<file path="config.mk">
export PLATFORM = sky130hd
export DESIGN_NAME = fpc_param_check
export DESIGN_NICKNAME = d
export VERILOG_FILES = /design/src/fpc_addr_check.v /design/src/fpc_param_check.v
export VERILOG_INCLUDE_DIRS = /design/src /design/src/src
export SDC_FILE = /design/constraint.sdc
export NUM_CORES = 1
export LEC_CHECK = 0
export BUFFER_PORTS_ARGS = -buffer_cell sky130_fd_sc_hd__buf_2
export CAP_MARGIN = 0
export CORE_MARGIN = 4
export CORE_UTILIZATION = 32
export DETAILED_ROUTE_END_ITERATION = 10
export GPL_TIMING_DRIVEN = 0
export HOLD_SLACK_MARGIN = 0.05
export PLACE_DENSITY_LB_ADDON = 0.25
export SLEW_MARGIN = 20
export SYNTH_ARGS = -nofsm -noshare
export SYNTH_HDL_FRONTEND = slang
export SYNTH_SLANG_ARGS = --single-unit
</file>
<file path="constraint.sdc">
create_clock -name clk_sys -period 2.65 [get_ports clk_sys]
set_input_delay 0.1325 -clock clk_sys [delete_from_list [all_inputs] [get_ports clk_sys]]
set_output_delay 0.1325 -clock clk_sys [all_outputs]
set_load 0.01 [all_outputs]
</file>
<file path="src/fpc_regs.vh">
`ifndef FPC_REGS_VH
`define FPC_REGS_VH
// Result byte field positions
`define FPC_BIT_SUCCESS_FAIL   0
`define FPC_BIT_DEST_ADDR_ERR  1
`define FPC_BIT_WDATA_ADDR_ERR 2
`define FPC_BIT_EXEC_ERR       5
`define FPC_BIT_MODE_ERR       6
// Result reset value
`define FPC_RESULT_RST         8'h00
// Flash area bounds, inclusive (plain defaults)
`define FPC_FLASH_LO           32'h00000000
`define FPC_FLASH_HI           32'h0001FFFF
// Programming unit alignment: low byte must be one of these
`define FPC_ALIGN_A            8'h00
`define FPC_ALIGN_B            8'h80
// Highest erase block number
`define FPC_LAST_BLOCK         16'h000F
// Operation codes
`define FPC_OP_PROGRAM         1'b0
`define FPC_OP_ERASE           1'b1
`endif
</file>
<file path="src/fpc_addr_check.v">
`timescale 1ns/100ps
`include "fpc_regs.vh"
// Combinational address classification shared by both checks
module fpc_addr_check (
	// Addresses under test
	input  wire [31:0] src_addr,
	input  wire [31:0] dst_addr,
	// Verdicts
	output wire        src_in_flash,
	output wire        dst_bad
);
	function in_flash;
		input [31:0] a;
		begin
			in_flash = (a >= `FPC_FLASH_LO) && (a <= `FPC_FLASH_HI);
		end
	endfunction

	// Source must lie outside flash
	assign src_in_flash = in_flash(src_addr);
	// Destination must be inside flash and 128-byte aligned
	assign dst_bad = !in_flash(dst_addr)
		|| ((dst_addr[7:0] != `FPC_ALIGN_A) && (dst_addr[7:0] != `FPC_ALIGN_B));
endmodule // fpc_addr_check

</file>
<file path="src/fpc_param_check.v">
`timescale 1ns/100ps
`include "fpc_regs.vh"
// Notes on behaviour
// - Source address inside flash sets bit 2.
// - Destination outside flash sets bit 1.
// - Destination low byte not 00/80 sets bit 1.
// - Bit 0 reports overall pass or fail.
// - One block per erase, number 0..15.
// - Block value maps directly to block strobe.
// - Bit 6 set if write disabled or error state.
// - Bit 5 set when the erase or program failed.
module fpc_param_check (
	// Clock and reset
	input  wire        clk_sys,
	input  wire        srst,
	// Call parameters (general registers)
	input  wire        start,
	input  wire        op_sel,
	input  wire [31:0] src_addr,
	input  wire [31:0] dst_addr,
	input  wire [31:0] erase_block_select,
	// Flash status inputs
	input  wire        flash_write_enable_in,
	input  wire        flash_error_state,
	// Flash engine handshake
	output reg         flash_go,
	output reg         flash_op,
	output reg  [15:0] block_strobe,
	input  wire        flash_done,
	input  wire        flash_fail,
	// Result
	output wire [7:0]  pass_fail_result,
	output wire        busy
);
	// One-hot sequencer states
	localparam [2:0] ST_IDLE = 3'b001;
	localparam [2:0] ST_RUN  = 3'b010;
	localparam [2:0] ST_WAIT = 3'b100;

	// Sequencer state
	reg  [2:0]  state_q;
	reg  [2:0]  state_d;
	// Result byte and the flags of the call being offered
	reg  [7:0]  result_q;
	reg  [7:0]  result_d;
	reg  [7:0]  call_flags;
	// Launch pulse, operation and block strobe next values
	reg         go_d;
	reg         op_d;
	reg  [15:0] strobe_d;
	// Parameter verdicts
	wire        src_in_flash;
	wire        dst_bad;
	wire        mode_err;
	wire        blk_bad;
	wire        prm_err;
	// Call and engine events
	wire        is_erase;
	wire        call_taken;
	wire        call_go;
	wire        engine_end;

	// A call is blocked outright when writes are off or protection tripped
	function mode_blocked;
		input wen;
		input prot;
		begin
			mode_blocked = !wen || prot;
		end
	endfunction

	// A program call needs its source outside and its destination inside the array
	function prog_bad;
		input src_in;
		input dst_wrong;
		begin
			prog_bad = src_in || dst_wrong;
		end
	endfunction

	// Upper half must be zero; the lower half may not pass the last block
	function blk_out_of_range;
		input [31:0] v;
		begin
			blk_out_of_range = (v[31:16] != 16'h0000) || (v[15:0] > `FPC_LAST_BLOCK);
		end
	endfunction

	// Block number to strobe line; block 0 drives bit 0
	function [15:0] blk_onehot;
		input [3:0] n;
		begin
			blk_onehot = 16'h0001 << n;
		end
	endfunction

	// Fold the engine outcome into the result byte, keeping the call flags
	function [7:0] with_outcome;
		input [7:0] r;
		input       fail;
		reg   [7:0] t;
		begin
			t = r;
			t[`FPC_BIT_EXEC_ERR]     = fail;
			t[`FPC_BIT_SUCCESS_FAIL] = fail;
			with_outcome = t;
		end
	endfunction

	// Address classification, kept in its own module
	fpc_addr_check u_addr (
		.src_addr     (src_addr),
		.dst_addr     (dst_addr),
		.src_in_flash (src_in_flash),
		.dst_bad      (dst_bad)
	);

	// Parameter verdicts; addresses only matter for programming
	assign is_erase   = (op_sel == `FPC_OP_ERASE);
	assign mode_err   = mode_blocked(flash_write_enable_in, flash_error_state);
	assign blk_bad    = blk_out_of_range(erase_block_select);
	assign prm_err    = mode_err || (is_erase ? blk_bad : prog_bad(src_in_flash, dst_bad));

	// Start is only heard in idle; a start while busy is dropped
	assign call_taken = (state_q == ST_IDLE) && start;
	assign call_go    = call_taken && !prm_err;
	assign engine_end = (state_q == ST_WAIT) && flash_done;

	// Outputs
	assign pass_fail_result = result_q;
	assign busy             = (state_q != ST_IDLE);

	// Flags of the offered call; bit 0 already reports a refused call
	always @* begin
		call_flags = `FPC_RESULT_RST;
		call_flags[`FPC_BIT_MODE_ERR] = mode_err;
		if (!is_erase) begin
			call_flags[`FPC_BIT_WDATA_ADDR_ERR] = src_in_flash;
			call_flags[`FPC_BIT_DEST_ADDR_ERR]  = dst_bad;
		end
		call_flags[`FPC_BIT_SUCCESS_FAIL] = prm_err;
	end

	// Sequencing of check, launch and completion
	always @* begin
		state_d = state_q;
		go_d    = 1'b0;
		case (state_q)
			ST_IDLE: begin
				// A refused call stays here, so nothing reaches the array
				if (call_go) begin
					state_d = ST_RUN;
				end
			end
			ST_RUN: begin
				// One cycle of strobe before the launch gives the engine a settled block
				go_d    = 1'b1;
				state_d = ST_WAIT;
			end
			ST_WAIT: begin
				// No time limit: the engine is trusted to answer
				if (flash_done) begin
					state_d = ST_IDLE;
				end
			end
			default: begin
				state_d = ST_IDLE;
			end
		endcase
	end

	// Result byte: replaced by a taken call, completed by the engine
	always @* begin
		result_d = result_q;
		if (call_taken) begin
			result_d = call_flags;
		end else if (engine_end) begin
			result_d = with_outcome(result_q, flash_fail);
		end
	end

	// Strobe stands from the launched erase until the engine ends; exactly one line
	always @* begin
		strobe_d = block_strobe;
		if (call_go) begin
			strobe_d = is_erase ? blk_onehot(erase_block_select[3:0]) : 16'h0000;
		end else if (engine_end) begin
			strobe_d = 16'h0000;
		end
	end

	// Operation of the latest taken call, held for the engine
	always @* begin
		op_d = flash_op;
		if (call_taken) begin
			op_d = op_sel;
		end
	end

	// Control registers
	always @(posedge clk_sys) begin
		if (srst) begin
			state_q  <= ST_IDLE;
			flash_go <= 1'b0;
		end else begin
			state_q  <= state_d;
			flash_go <= go_d;
		end
	end

	// Data registers; cleared with the sequencer so a reset mid-call leaves no stale strobe
	always @(posedge clk_sys) begin
		if (srst) begin
			result_q     <= `FPC_RESULT_RST;
			block_strobe <= 16'h0000;
			flash_op     <= 1'b0;
		end else begin
			result_q     <= result_d;
			block_strobe <= strobe_d;
			flash_op     <= op_d;
		end
	end
endmodule // fpc_param_check

</file>
==> reports/metrics.sh, run 1 <==
P_SW_mW=0.163
MULTIINPUTGATEAREA_UM2=643
REGTOREGSTARTPOINT='state_q[0]$_SDFFE_PP1P_'
ANTENNA_VIOLATIONS_BEFORE_REPAIR=0
GRT_MOST_USED_LAYER='met2'
NETS_FINISH=358
SYNTH_TOP_AREA_SHARE_PCT=42.4
POST-ROUTE-PERIOD-UTIL_PCT=71.7
PORT_BUFFERS=99
TIMING.CRITICAL_PATH.CELLS='nor3b_2 -> nand2_2 -> nor3b_4 -> a32o_1 -> buf_6 -> buf_6 -> o22ai_1'
GLOBALPLACE.CONGESTION=0.792
WORST_SLEW_PIN_SLEW_NS=0.711
AREAGROWTHSYNTHTOFINISH_PCT=49.3
FIRST_PASS_GRT_WIRE_LENGTH_UM=6150
FINALWORSTPATHREQUIREDPERIOD_NS=1.90
TIMING.SETUP.TNS_NS=0
R2R_END='block_strobe[13]$_SDFFE_PP0P_'
SYNTH_CELL_TYPES=31
FLOORPLAN.DIE.HEIGHT_UM=69.9
SYNTH_SEQUENTIAL_AREA_RATIO_PCT=42.4
HOLD_PATH.CLASS='in -> reg'
SYN-MEAN-INSTANCE-AREA_UM2=8.28
NETLIST_INSTANCES=148
CELLINTERNALPOWER_mW=0.554
DRTANTENNAVIOLNETS=0
CLOCKBUFFERDEPTH=2
CRITICAL_PATH_CLASS='reg -> reg'
FINAL_AREA_UM2=1830
YS_WARNS=0
SETUP.WORST_PATH.START='state_q[0]$_SDFFE_PP1P_'
PLACED_AREA_UM2=1790
FINAL-HOLD-VIOLATION-COUNT=0
DP_CELLS=297
DIEWIDTH_UM=69.9
FINAL-SEQ-AREA_UM2=520
MAXIMUM_VDD_DROP_mV=0.353
PATH_BUF_INV=2
HOLD_BUFFERS=0
WORST_SETUP_HOLD_PATH_CLK_SLEW_NS=0.08
N_FILL_CELL=364
POST_CTS_SETUP_BUFFER_COUNT=0
FMAX_MHz=526
NUMBER_OF_DRC_MARKERS_IN_ITERATION_0=75
WORST_SETUP_START_KIND='flip-flop'
SYNTH.FF_LATCH_COUNT=26
SEQUENTIAL_GROUP_SHARE_OF_TOTAL_POWER_PCT=55.2
GRT_USE_MET1_PCT=18.3
WORST-R2R-CELL-COUNT=7
NUM_IO_PINS=131
SLEW_VIOL_FINAL=0
POWER.COMBINATIONAL.FRACTION_PCT=14.7
WORST_SETUP_SLACK_FOR_REGISTER_TO_REGISTER_PATHS_NS=0.75
NUMBER_OF_BUFFERS_CREATED_BY_CTS=3
CRITICAL_PATH_ARRIVAL_NS=2.06
REQUIRED_NS=2.81
MAXCAPVIOLATIONS=0
CTS_ROOT_BUFFER='sky130_fd_sc_hd__clkbuf_8'
DETAILROUTE.VIA_COUNT=1465
MAX_STAGE_DELAY_CELL_WORST_PATH='sky130_fd_sc_hd__dfxtp_1'
SLOWEST_DELAY_NS=0.44
DRIVE_GT1_SHARE_PCT=44.8
SW_FRAC_OF_TOTAL_PCT=22.7
MET2_USAGE_PCT=25.8
CELL_AREA_POWER_DENSITY_nW_PER_UM2=392
GLOBALROUTEMET3UTIL_PCT=4.89
POST_SYNTH_MAIN_AREA_CONTRIBUTORS='sky130_fd_sc_hd__dfxtp_1 (42%), sky130_fd_sc_hd__nand2_1 (7.7%), sky130_fd_sc_hd__nor4_1 (7.7%)'
CTS_NUM_SINKS=26
RSZ0062_AT_GRT='no'
VIAS_IN_THE_FIRST_GLOBAL_ROUTE=1373
REMAINING_DRC_ERRORS=0
ANTENNA_CELLS=0
TIMING.CRITICAL_PATH.TO_TYPE='flip-flop'
CRITICAL_PATH_CELL_COUNT=7
CP-ENDPOINT='block_strobe[13]$_SDFFE_PP0P_'
CLKLATENCYLATEPIN_NS=0.27
TIMING.CLOCK.SKEW_NS=0.000772
CRITICAL_PATH.MOST_COMMON_CELL='sky130_fd_sc_hd__buf_6'
ROWS=22
POWER.SHARE.CLOCK_PCT=30.1
CRITPATHTOPFAMILY='simple AND/OR/NAND/NOR gates'
TOTAL_LEAKAGE_POWER_nW=0.853
VIASPERCELL=4.88
OUTCOME='completed'
WL_PER_CELL_UM=12.6
H_TREE_LEVEL_COUNT=1
GRT_START_MAX_NET_PINS=14
TOTAL_DIE_AREA_UM2=4890
MAXIMUM_FANOUT_ALONG_THE_WORST_PATH=10
FINISH.CELL_COUNT_WITHOUT_FILLERS=300
ROUTED_WL_UM=3790
GRT-OVFL-TOTAL=0
POST_CTS_RESIZE_COUNT=0
GRT_USE_TOTAL_PCT=15.4
SLEW_HEADROOM_PCT=51.9
SYNTH_TOP_AREA_CELL='sky130_fd_sc_hd__dfxtp_1'
INITIAL_CORE_UTILIZATION_PCT=33.2
COREAREA_UM2=3690
FINALSETUPVIOLATIONS=0
FIRST_PASS_ITERS=4
HPWLAFTERDP_UM=3140
TRITONCTS='done'
SYNTH.CELL_AREA_UM2=1230
## cell usage in the layout (no fill, tap or decap), drive strengths merged, types with 6 or more instances in the layout
| cell type | n |
|---|---|
| buf | 106 |
| dfxtp | 26 |
| nand2 | 26 |
| nor4 | 15 |
| o22ai | 14 |
| nor2 | 11 |
| nor3 | 8 |
| a21oi | 6 |
## kinds of logic (layout without fill, tap and decap cells)
group	after synthesis	count (layout)	synth area share, %
AND/OR/NAND/NOR	83	83	37.0
flip-flops	26	26	42.4
AO/OA/AOI/OAI	24	24	12.0
buffers and inverters	11	113	5.71
multiplexers	3	3	2.45
other	1	3	0.306
## cells in the mapped netlist (all sizes together)
| cell type | instances |
|---|---|
| nand3 | 4 |
| o21ai | 1 |
| inv | 3 |
| nor3 | 8 |
| nor4b | 4 |
| nor2 | 11 |
| a21oi | 6 |
| a32o | 1 |
| or4b | 1 |
| and3 | 1 |
| nand3b | 1 |
| dfxtp | 26 |
| nor4 | 15 |
| conb | 1 |
| buf | 7 |
| and2 | 1 |
| o21bai | 1 |
| o22ai | 14 |
| or3 | 2 |
| nand2 | 26 |
| and3b | 2 |
| nor3b | 3 |
| nand4 | 4 |
| clkbuf | 1 |
| mux2i | 3 |
| o31ai | 1 |
## flip-flops by register name, summed over array words and instances (netlist names)
register	count
pass_fail_result	5
flash_go	1
flash_op	1
state_q	3
block_strobe	16
## layout make-up
class | instances | share of cell area (%)
flip-flops and latches | 26 | 28.4
well taps | 48 | 3.28
inverters | 3 | 0.615
clock buffers | 3 | 2.26
multi-input cells | 113 | 35.1
repair buffers | 99 | 27.1
plain buffers | 8 | 3.21
## power by group through the flow
stage          Sequential (mW)  Combinational (mW)  Clock [mW]
2_1_floorplan            0.407              0.0346           0
3_3_place_gp             0.405               0.104           0
3_5_place_dp             0.405               0.106           0
4_1_cts                  0.396               0.106       0.224
5_1_grt                  0.397               0.119       0.240
6_report                 0.396               0.105       0.216
## stage by stage
stage	power [mW]	worst slack (ns)	util [%]	hold slack [ns]
2_1_floorplan	0.442	0.997	-	0.320
3_3_place_gp	0.509	0.735	48.5	0.445
3_5_place_dp	0.511	0.733	48.5	0.447
4_1_cts	0.726	0.735	49.6	0.181
5_1_grt	0.755	0.487	49.6	0.203
6_report	0.718	0.749	49.6	0.184
## how the worst min path moves through the flow
stage / endpoint / depth (start not counted) / from
CTS: flash_op$_SDFFE_PP0P_ / 3 / op_sel
detailed placement: block_strobe[14]$_SDFFE_PP0P_ / 2 / block_strobe[14]$_SDFFE_PP0P_
global route: flash_op$_SDFFE_PP0P_ / 3 / op_sel
global placement: flash_op$_SDFFE_PP0P_ / 2 / flash_op$_SDFFE_PP0P_
finish: flash_op$_SDFFE_PP0P_ / 3 / op_sel
floorplan: block_strobe[7]$_SDFFE_PP0P_ / 2 / erase_block_select[1]
## tightest hold or removal path, cell delays in order
cell	delay, ns
sky130_fd_sc_hd__buf_2	0.15
sky130_fd_sc_hd__nand2_1	0.07
sky130_fd_sc_hd__a21oi_1	0.05
## layer usage
metal	part of all wire (%)	wire, µm
met1	42	1590
met2	49	1850
met5	0	0
met4	1.5	57
met3	7.6	287
Note: power is estimated with default switching activity, not from simulation.
==> run 2, diff against run 1 <==
Settings changed: ABC_AREA from default to 1.
Clock period 2.65 ns to 1.6 ns, I/O delays scaled along.
==> run 2 against run 1 <==
Net effect: die area increased by 23%; via count rose by 27%; setup slack lost 0.63 ns; worst hold slack got worse by 0.075 ns; sequential share of layout area is 4.9 points lower; final cell count rose by 33%; combinational power rose by 110%; clock skew grew 0.012 ns.
==> reports/metrics.sh, run 2 <==
SYN-MEAN-INSTANCE-AREA_UM2=6.56
COREAREA_UM2=4690
TOTAL_DIE_AREA_UM2=6010
GLOBALPLACE.CONGESTION=0.792
MAXIMUM_VDD_DROP_mV=0.398
WL_PER_CELL_UM=11.2
FINAL_COMMON_CELL='sky130_fd_sc_hd__buf_2'
SYNTH_TOP_AREA_SHARE_PCT=33.6
CTS_NUM_SINKS=26
CRITICAL_PATH_ARRIVAL_NS=1.62
ROWS=25
N_FILL_CELL=502
PROPORTION_OF_SYNTHESIZED_FLIP_FLOPS_HAVING_ASYNCHRONOUS_SET_OR_RESET_PCT=0
WORST_SETUP_SLACK_FOR_REGISTER_TO_REGISTER_PATHS_NS=0.12
TIMING.CRITICAL_PATH.TO_TYPE='flip-flop'
WORST-R2R-CELL-COUNT=10
FINISH.CELL_COUNT_WITHOUT_FILLERS=398
HOLD_PATH.CLASS='in -> reg'
REMAINING_DRC_ERRORS=0
FINAL.SETUP.WORST_SLACK_NS=0.116
LARGEST_REG_FLOPS=16
REQUIRED_NS=1.74
FIRST_PASS_ITERS=4
POST-ROUTE-PERIOD-UTIL_PCT=92.8
SYNTH.FF_LATCH_COUNT=26
WORST_HOLD_STARTPOINT='flash_fail'
TOTAL_LEAKAGE_POWER_nW=1.07
FINALWORSTPATHREQUIREDPERIOD_NS=1.48
REGTOREGSTARTPOINT='state_q[0]$_SDFFE_PP1P_'
MAX_STAGE_DELAY_CELL_WORST_PATH='sky130_fd_sc_hd__dfxtp_1'
INITIAL_CORE_UTILIZATION_PCT=33.0
MAXIMUM_FANOUT_ALONG_THE_WORST_PATH=10
NETS_FINISH=449
FIN_TOTAL_PWR_mW=1.43
ROUTED_WL_UM=4450
NUMBER_OF_BUFFERS_CREATED_BY_CTS=3
ANTENNA_CELLS=0
RSZ0062_AT_GRT='no'
CRITICAL_PATH_CLASS='reg -> reg'
FLOORPLAN.DIE.HEIGHT_UM=77.5
YS_WARNS=0
SYNTH_CELL_TYPES=29
SYNTH_SEQUENTIAL_AREA_RATIO_PCT=33.6
ROUTE.TOP_LAYER_USED='met4'
DP_CELLS=392
FINAL-HOLD-VIOLATION-COUNT=0
LARGEST-REGISTER='block_strobe'
AREAGROWTHSYNTHTOFINISH_PCT=43.0
SYNTHFLOPTYPE='sky130_fd_sc_hd__dfxtp_1'
DRTANTENNAVIOLNETS=0
FMAX_MHz=674
FIRST_PASS_GRT_WIRE_LENGTH_UM=7500
WORST_SETUP_START_KIND='flip-flop'
VIASPERCELL=4.66
OUTCOME='completed'
GRT-OVFL-TOTAL=0
SLEW_VIOL_FINAL=0
CTS_ROOT_BUFFER='sky130_fd_sc_hd__clkbuf_8'
FINALSETUPVIOLATIONS=0
MOST_COMMON_CELL_IN_THE_SYNTHESIZED_NETLIST='sky130_fd_sc_hd__nor2_1'
VIAS_IN_THE_FIRST_GLOBAL_ROUTE=1733
CLOCKBUFFERDEPTH=2
H_TREE_LEVEL_COUNT=1
PORT_BUFFERS=100
DETAILROUTE.VIA_COUNT=1856
SYNTH_TOP_AREA_CELL='sky130_fd_sc_hd__dfxtp_1'
ANTENNA_VIOLATIONS_BEFORE_REPAIR=0
GRT_START_MAX_NET_PINS=16
DETAILROUTE.WIRELENGTH.MET3_UM=393
HPWLAFTERDP_UM=3750
SYNTH.CELL_AREA_UM2=1550
TIMING.CRITICAL_PATH.CELLS='nand3_4 -> inv_4 -> nand2_4 -> inv_4 -> nand2_4 -> nor2_8 -> nand2_4 -> buf_6 -> nand3_1 -> a21oi_1'
PRECTSSETUPSLACK_NS=0.0125
DR_WL_MET2_UM=2070
TIMING.SETUP.TNS_NS=0
R2R_END='block_strobe[9]$_SDFFE_PP0P_'
GRT_USE_TOTAL_PCT=14.6
HOLD_DEPTH=3
SYNTH_EDF_COUNT=0
WHS_ENDPOINT='pass_fail_result[5]$_SDFFE_PP0P_'
LAYOUT_COMMON_CELLS='sky130_fd_sc_hd__buf_2 (101), sky130_fd_sc_hd__nor2_1 (59), sky130_fd_sc_hd__nand3_1 (46)'
CRITICAL_PATH.MOST_COMMON_CELL='sky130_fd_sc_hd__nand2_4'
POST_SYNTH_MAIN_AREA_CONTRIBUTORS='sky130_fd_sc_hd__dfxtp_1 (34%), sky130_fd_sc_hd__nand3_1 (15%), sky130_fd_sc_hd__nor2_1 (14%)'
NUM_IO_PINS=131
TRITONCTS='done'
DIEWIDTH_UM=77.5
ROUTE.LAYER.MET1.WL_UM=1930
MAXCAPVIOLATIONS=0
NUMBER_OF_DRC_MARKERS_IN_ITERATION_0=76
TIMING.HOLD.WS_NS=0.109
WORST_SETUP_HOLD_PATH_CLK_SLEW_NS=0.09
SLOWEST_DELAY_NS=0.42
CELL_AREA_POWER_DENSITY_nW_PER_UM2=646
SYNTHTOPCELLSBYCOUNT='sky130_fd_sc_hd__nor2_1 (59), sky130_fd_sc_hd__nand3_1 (46), sky130_fd_sc_hd__nand2_1 (32)'
TIMING.CLOCK.SKEW_NS=0.0126
NETLIST_INSTANCES=236
CLKLATENCYLATEPIN_NS=0.28
DRIVE_GT1_SHARE_PCT=37.2
-- run 2: changes by cell type after synthesis, moves of 4 or more --
cell,before,now
sky130_fd_sc_hd__nand2_4,0,4
sky130_fd_sc_hd__inv_1,3,10
sky130_fd_sc_hd__nor2_1,11,59
sky130_fd_sc_hd__nor4_1,15,6
sky130_fd_sc_hd__nand3_1,4,46
sky130_fd_sc_hd__a21oi_1,6,21
sky130_fd_sc_hd__nor3_1,8,1
sky130_fd_sc_hd__o22ai_1,14,0
sky130_fd_sc_hd__nand2_1,25,32
sky130_fd_sc_hd__nor4b_1,4,0
-- run 2: logic make-up after synthesis --
logic type | count (synthesis) | share of synthesized area (%)
simple gates | 159 | 49.1
compound gates | 25 | 8.41
other cells | 1 | 0.242
buf+inv | 25 | 8.65
flops | 26 | 33.6
-- run 2: cell type report --
cell class	count	area, µm²	area share (%)
timing repair buffer	102	518	23.4
clock inverter	1	30.0	1.36
sequential	26	522	23.6
multi-input combinational	187	901	40.7
clock buffer	3	41.3	1.87
inverter	15	61.3	2.77
buffer	10	72.6	3.28
tap	54	67.6	3.05
-- run 2: repair_timing --
action                     CTS  global route
gates resized for setup      0             2
buffers inserted             0             1
setup endpoints to repair    0            11
hold buffers                 1             0
hold endpoints to repair     1             0
-- run 2: metrics by stage --
| step | util [%] | area [µm²] |
|---|---|---|
| floorplan | - | 1560 |
| global placement | 45.3 | 2120 |
| detailed placement | 45.3 | 2120 |
| CTS | 47.0 | 2200 |
| global route | 47.2 | 2210 |
| finish | 47.2 | 2210 |
-- run 2: critical path, delay by kind of cell (launching register included) --
kind / cells / cell delay [ns]
DFF: 1 / 0.42
AOI/OAI and AO/OA: 1 / 0.06
buffers and inverters: 3 / 0.33
and+or+nand+nor: 6 / 0.56
-- run 2: routing by layer --
layer | track usage, % | up-vias
met5 | 0 | -
met4 | 3.38 | 0
met3 | 3.13 | 6
met2 | 24.8 | 69
met1 | 18.9 | 784
li1 | - | 997
-- run 2: how the worst max path moves through the flow --
stage | start | endpoint | slack (ns) | cells past startpoint
floorplan | state_q[0]$_SDFFE_PP1P_ | block_strobe[10]$_SDFFE_PP0P_ | 0.22 | 10
global placement | state_q[2]$_SDFFE_PP0P_ | block_strobe[12]$_SDFFE_PP0P_ | 0.02 | 6
detailed placement | state_q[2]$_SDFFE_PP0P_ | block_strobe[12]$_SDFFE_PP0P_ | 0.01 | 6
CTS | state_q[2]$_SDFFE_PP0P_ | block_strobe[9]$_SDFFE_PP0P_ | 0.001 | 6
global route | state_q[1]$_SDFFE_PP0P_ | block_strobe[14]$_SDFFE_PP0P_ | 0.007 | 11
finish | state_q[0]$_SDFFE_PP1P_ | block_strobe[9]$_SDFFE_PP0P_ | 0.12 | 10
-- run 2: power breakdown --
group          switching [mW]  internal [mW]  leakage (nW)
registers             0.00320          0.654         0.211
logic                   0.113          0.111         0.827
clock network           0.214          0.335        0.0357
total                   0.330           1.10          1.07
==> run 3, diff against run 2 <==
Settings changed: CELL_PAD_IN_SITES_DETAIL_PLACEMENT from default to 0, CELL_PAD_IN_SITES_GLOBAL_PLACEMENT from default to 1, CORE_UTILIZATION 32 to 22.
==> run 3 against run 2 <==
Net effect: routed wire length increased by 14%; clock power decreased by 0.7%; sequential cell count unchanged; sequential share of layout area decreased by 0.72 points; clock skew decreased by 0.011 ns; utilization decreased by 14 points; largest cell class unchanged; largest power group unchanged.
==> reports/metrics.sh, run 3 (synthesis results as in run 2) <==
CLKLATENCYLATEPIN_NS=0.27
TRITONCTS='done'
NUMBER_OF_BUFFERS_CREATED_BY_CTS=3
FIN_TOTAL_PWR_mW=1.43
HOLD_DEPTH=3
HOLD_PATH.CLASS='in -> reg'
COREAREA_UM2=6830
GLOBALROUTEMET3UTIL_PCT=2.46
CTS_ROOT_BUFFER='sky130_fd_sc_hd__clkbuf_8'
GLOBALPLACE.CONGESTION=0.722
PRECTSSETUPSLACK_NS=-0.0321
FINAL_COMMON_CELL='sky130_fd_sc_hd__buf_2'
OUTCOME='completed'
NUMBER_OF_DRC_MARKERS_IN_ITERATION_0=48
GRT_USE_TOTAL_PCT=11.8
POST-ROUTE-PERIOD-UTIL_PCT=91.5
ANTENNA_VIOLATIONS_BEFORE_REPAIR=0
DETAILROUTE.VIA_COUNT=1840
SW_FRAC_OF_TOTAL_PCT=23.1
PORT_BUFFERS=100
GRT-OVFL-TOTAL=0
TOTAL_DIE_AREA_UM2=8440
MAXIMUM_VDD_DROP_mV=0.322
FIRST_PASS_ITERS=4
LAYOUT_COMMON_CELLS='sky130_fd_sc_hd__buf_2 (101), sky130_fd_sc_hd__nor2_1 (59), sky130_fd_sc_hd__nand3_1 (46)'
POWER.COMBINATIONAL.FRACTION_PCT=16.0
WL_PER_CELL_UM=11.5
WHS_ENDPOINT='pass_fail_result[5]$_SDFFE_PP0P_'
NETS_FINISH=449
CTS_NUM_SINKS=26
AREAGROWTHSYNTHTOFINISH_PCT=47.9
WORST-R2R-CELL-COUNT=10
DIEWIDTH_UM=91.9
FINAL.SETUP.WORST_SLACK_NS=0.137
RSZ0062_AT_GRT='no'
SEQUENTIAL_GROUP_SHARE_OF_TOTAL_POWER_PCT=45.9
ROWS=30
REQUIRED_NS=1.80
GRT_START_MAX_NET_PINS=16
FINALSETUPVIOLATIONS=0
ANTENNA_CELLS=0
LARGEST_REG_FLOPS=16
REMAINING_DRC_ERRORS=0
WORST_HOLD_STARTPOINT='flash_fail'
WORST_SETUP_START_KIND='flip-flop'
TIMING.CLOCK.SKEW_NS=0.00160
REGTOREGSTARTPOINT='state_q[1]$_SDFFE_PP0P_'
GRT_USE_MET1_PCT=14.3
SLEW_VIOL_FINAL=0
CLOCKBUFFERDEPTH=2
CELLINTERNALPOWER_mW=1.10
P_SW_mW=0.330
LARGEST-REGISTER='block_strobe'
FMAX_MHz=683
NUM_IO_PINS=131
WORST_SETUP_HOLD_PATH_CLK_SLEW_NS=0.09
H_TREE_LEVEL_COUNT=1
POWER.SHARE.CLOCK_PCT=38.1
TOTAL_LEAKAGE_POWER_nW=1.07
MAXIMUM_FANOUT_ALONG_THE_WORST_PATH=10
DRTANTENNAVIOLNETS=0
SETUP.WORST_PATH.START='state_q[1]$_SDFFE_PP0P_'
CRITICAL_PATH_CLASS='reg -> reg'
WORST_SETUP_SLACK_FOR_REGISTER_TO_REGISTER_PATHS_NS=0.14
VIAS_IN_THE_FIRST_GLOBAL_ROUTE=1824
ROUTED_WL_UM=5070
FIRST_PASS_GRT_WIRE_LENGTH_UM=8160
N_FILL_CELL=798
VIASPERCELL=4.18
INITIAL_CORE_UTILIZATION_PCT=22.7
DRIVE_GT1_SHARE_PCT=37.5
HPWLAFTERDP_UM=4260
CELL_AREA_POWER_DENSITY_nW_PER_UM2=625
MAXCAPVIOLATIONS=0
FLOORPLAN.DIE.HEIGHT_UM=91.9
GRT_MOST_USED_LAYER='met2'
MET2_USAGE_PCT=21.2
R2R_END='block_strobe[14]$_SDFFE_PP0P_'
TIMING.CRITICAL_PATH.TO_TYPE='flip-flop'
FINALWORSTPATHREQUIREDPERIOD_NS=1.46
CRITICAL_PATH_ARRIVAL_NS=1.66
TIMING.SETUP.TNS_NS=0
FINAL-HOLD-VIOLATION-COUNT=0
## run 3: per-stage QoR
| stage | hold WS (ns) | area, µm² | instances | util (%) |
|---|---|---|---|---|
| detailed placement | 0.334 | 2180 | 434 | 31.8 |
| floorplan | 0.158 | 1560 | 238 | - |
| global placement | 0.338 | 2180 | 434 | 31.8 |
| CTS | 0.0892 | 2260 | 439 | 33.1 |
| finish | 0.0909 | 2290 | 440 | 33.5 |
| global route | 0.116 | 2290 | 440 | 33.5 |
## run 3: power groups by stage
stage          Combinational [mW]  Sequential [mW]  Clock, mW
3_5_place_dp                0.224            0.672          0
4_1_cts                     0.226            0.657      0.563
6_report                    0.228            0.657      0.545
3_3_place_gp                0.222            0.672          0
5_1_grt                     0.259            0.658      0.588
2_1_floorplan              0.0892            0.675          0
## run 3: per-layer routing
metal,up-vias,wire (µm)
li1,996,-
met1,793,2220
met2,49,2520
met3,2,288
met4,0,36
met5,-,0
## run 3: layout make-up
type	instances	area, µm²	area share, %
timing repair buffer	103	526	23.0
buffer	9	61.3	2.68
inverter	15	77.6	3.39
clock buffer	3	41.3	1.80
clock inverter	1	30.0	1.31
multi-input combinational	187	910	39.7
tap	96	120	5.25
sequential	26	523	22.9
## run 3: what timing repair did
action / 4_1_cts / 5_1_grt
endpoints found under the setup margin: 10 / 11
pin swaps: 0 / 1
buffers inserted: 0 / 2
resized for setup: 1 / 5
hold endpoints to repair: 1 / 0
hold buffers: 1 / 0
## run 3: worst max-delay path by stage
stage,end,cells after the start
final,block_strobe[14]$_SDFFE_PP0P_,10
after global routing,block_strobe[14]$_SDFFE_PP0P_,10
after CTS,block_strobe[9]$_SDFFE_PP0P_,11
after detailed placement,block_strobe[9]$_SDFFE_PP0P_,6
after global placement,block_strobe[6]$_SDFFE_PP0P_,6
after floorplan,block_strobe[10]$_SDFFE_PP0P_,10
## run 3: critical path, cell delays in order, from the launching register on
cell	delay [ns]
sky130_fd_sc_hd__dfxtp_2	0.35
sky130_fd_sc_hd__inv_2	0.09
sky130_fd_sc_hd__nand3_4	0.10
sky130_fd_sc_hd__inv_4	0.07
sky130_fd_sc_hd__nand2_4	0.07
sky130_fd_sc_hd__inv_6	0.08
sky130_fd_sc_hd__nand2_4	0.06
sky130_fd_sc_hd__nor2_8	0.17
sky130_fd_sc_hd__buf_6	0.16
sky130_fd_sc_hd__nand3_1	0.09
sky130_fd_sc_hd__a21oi_1	0.15
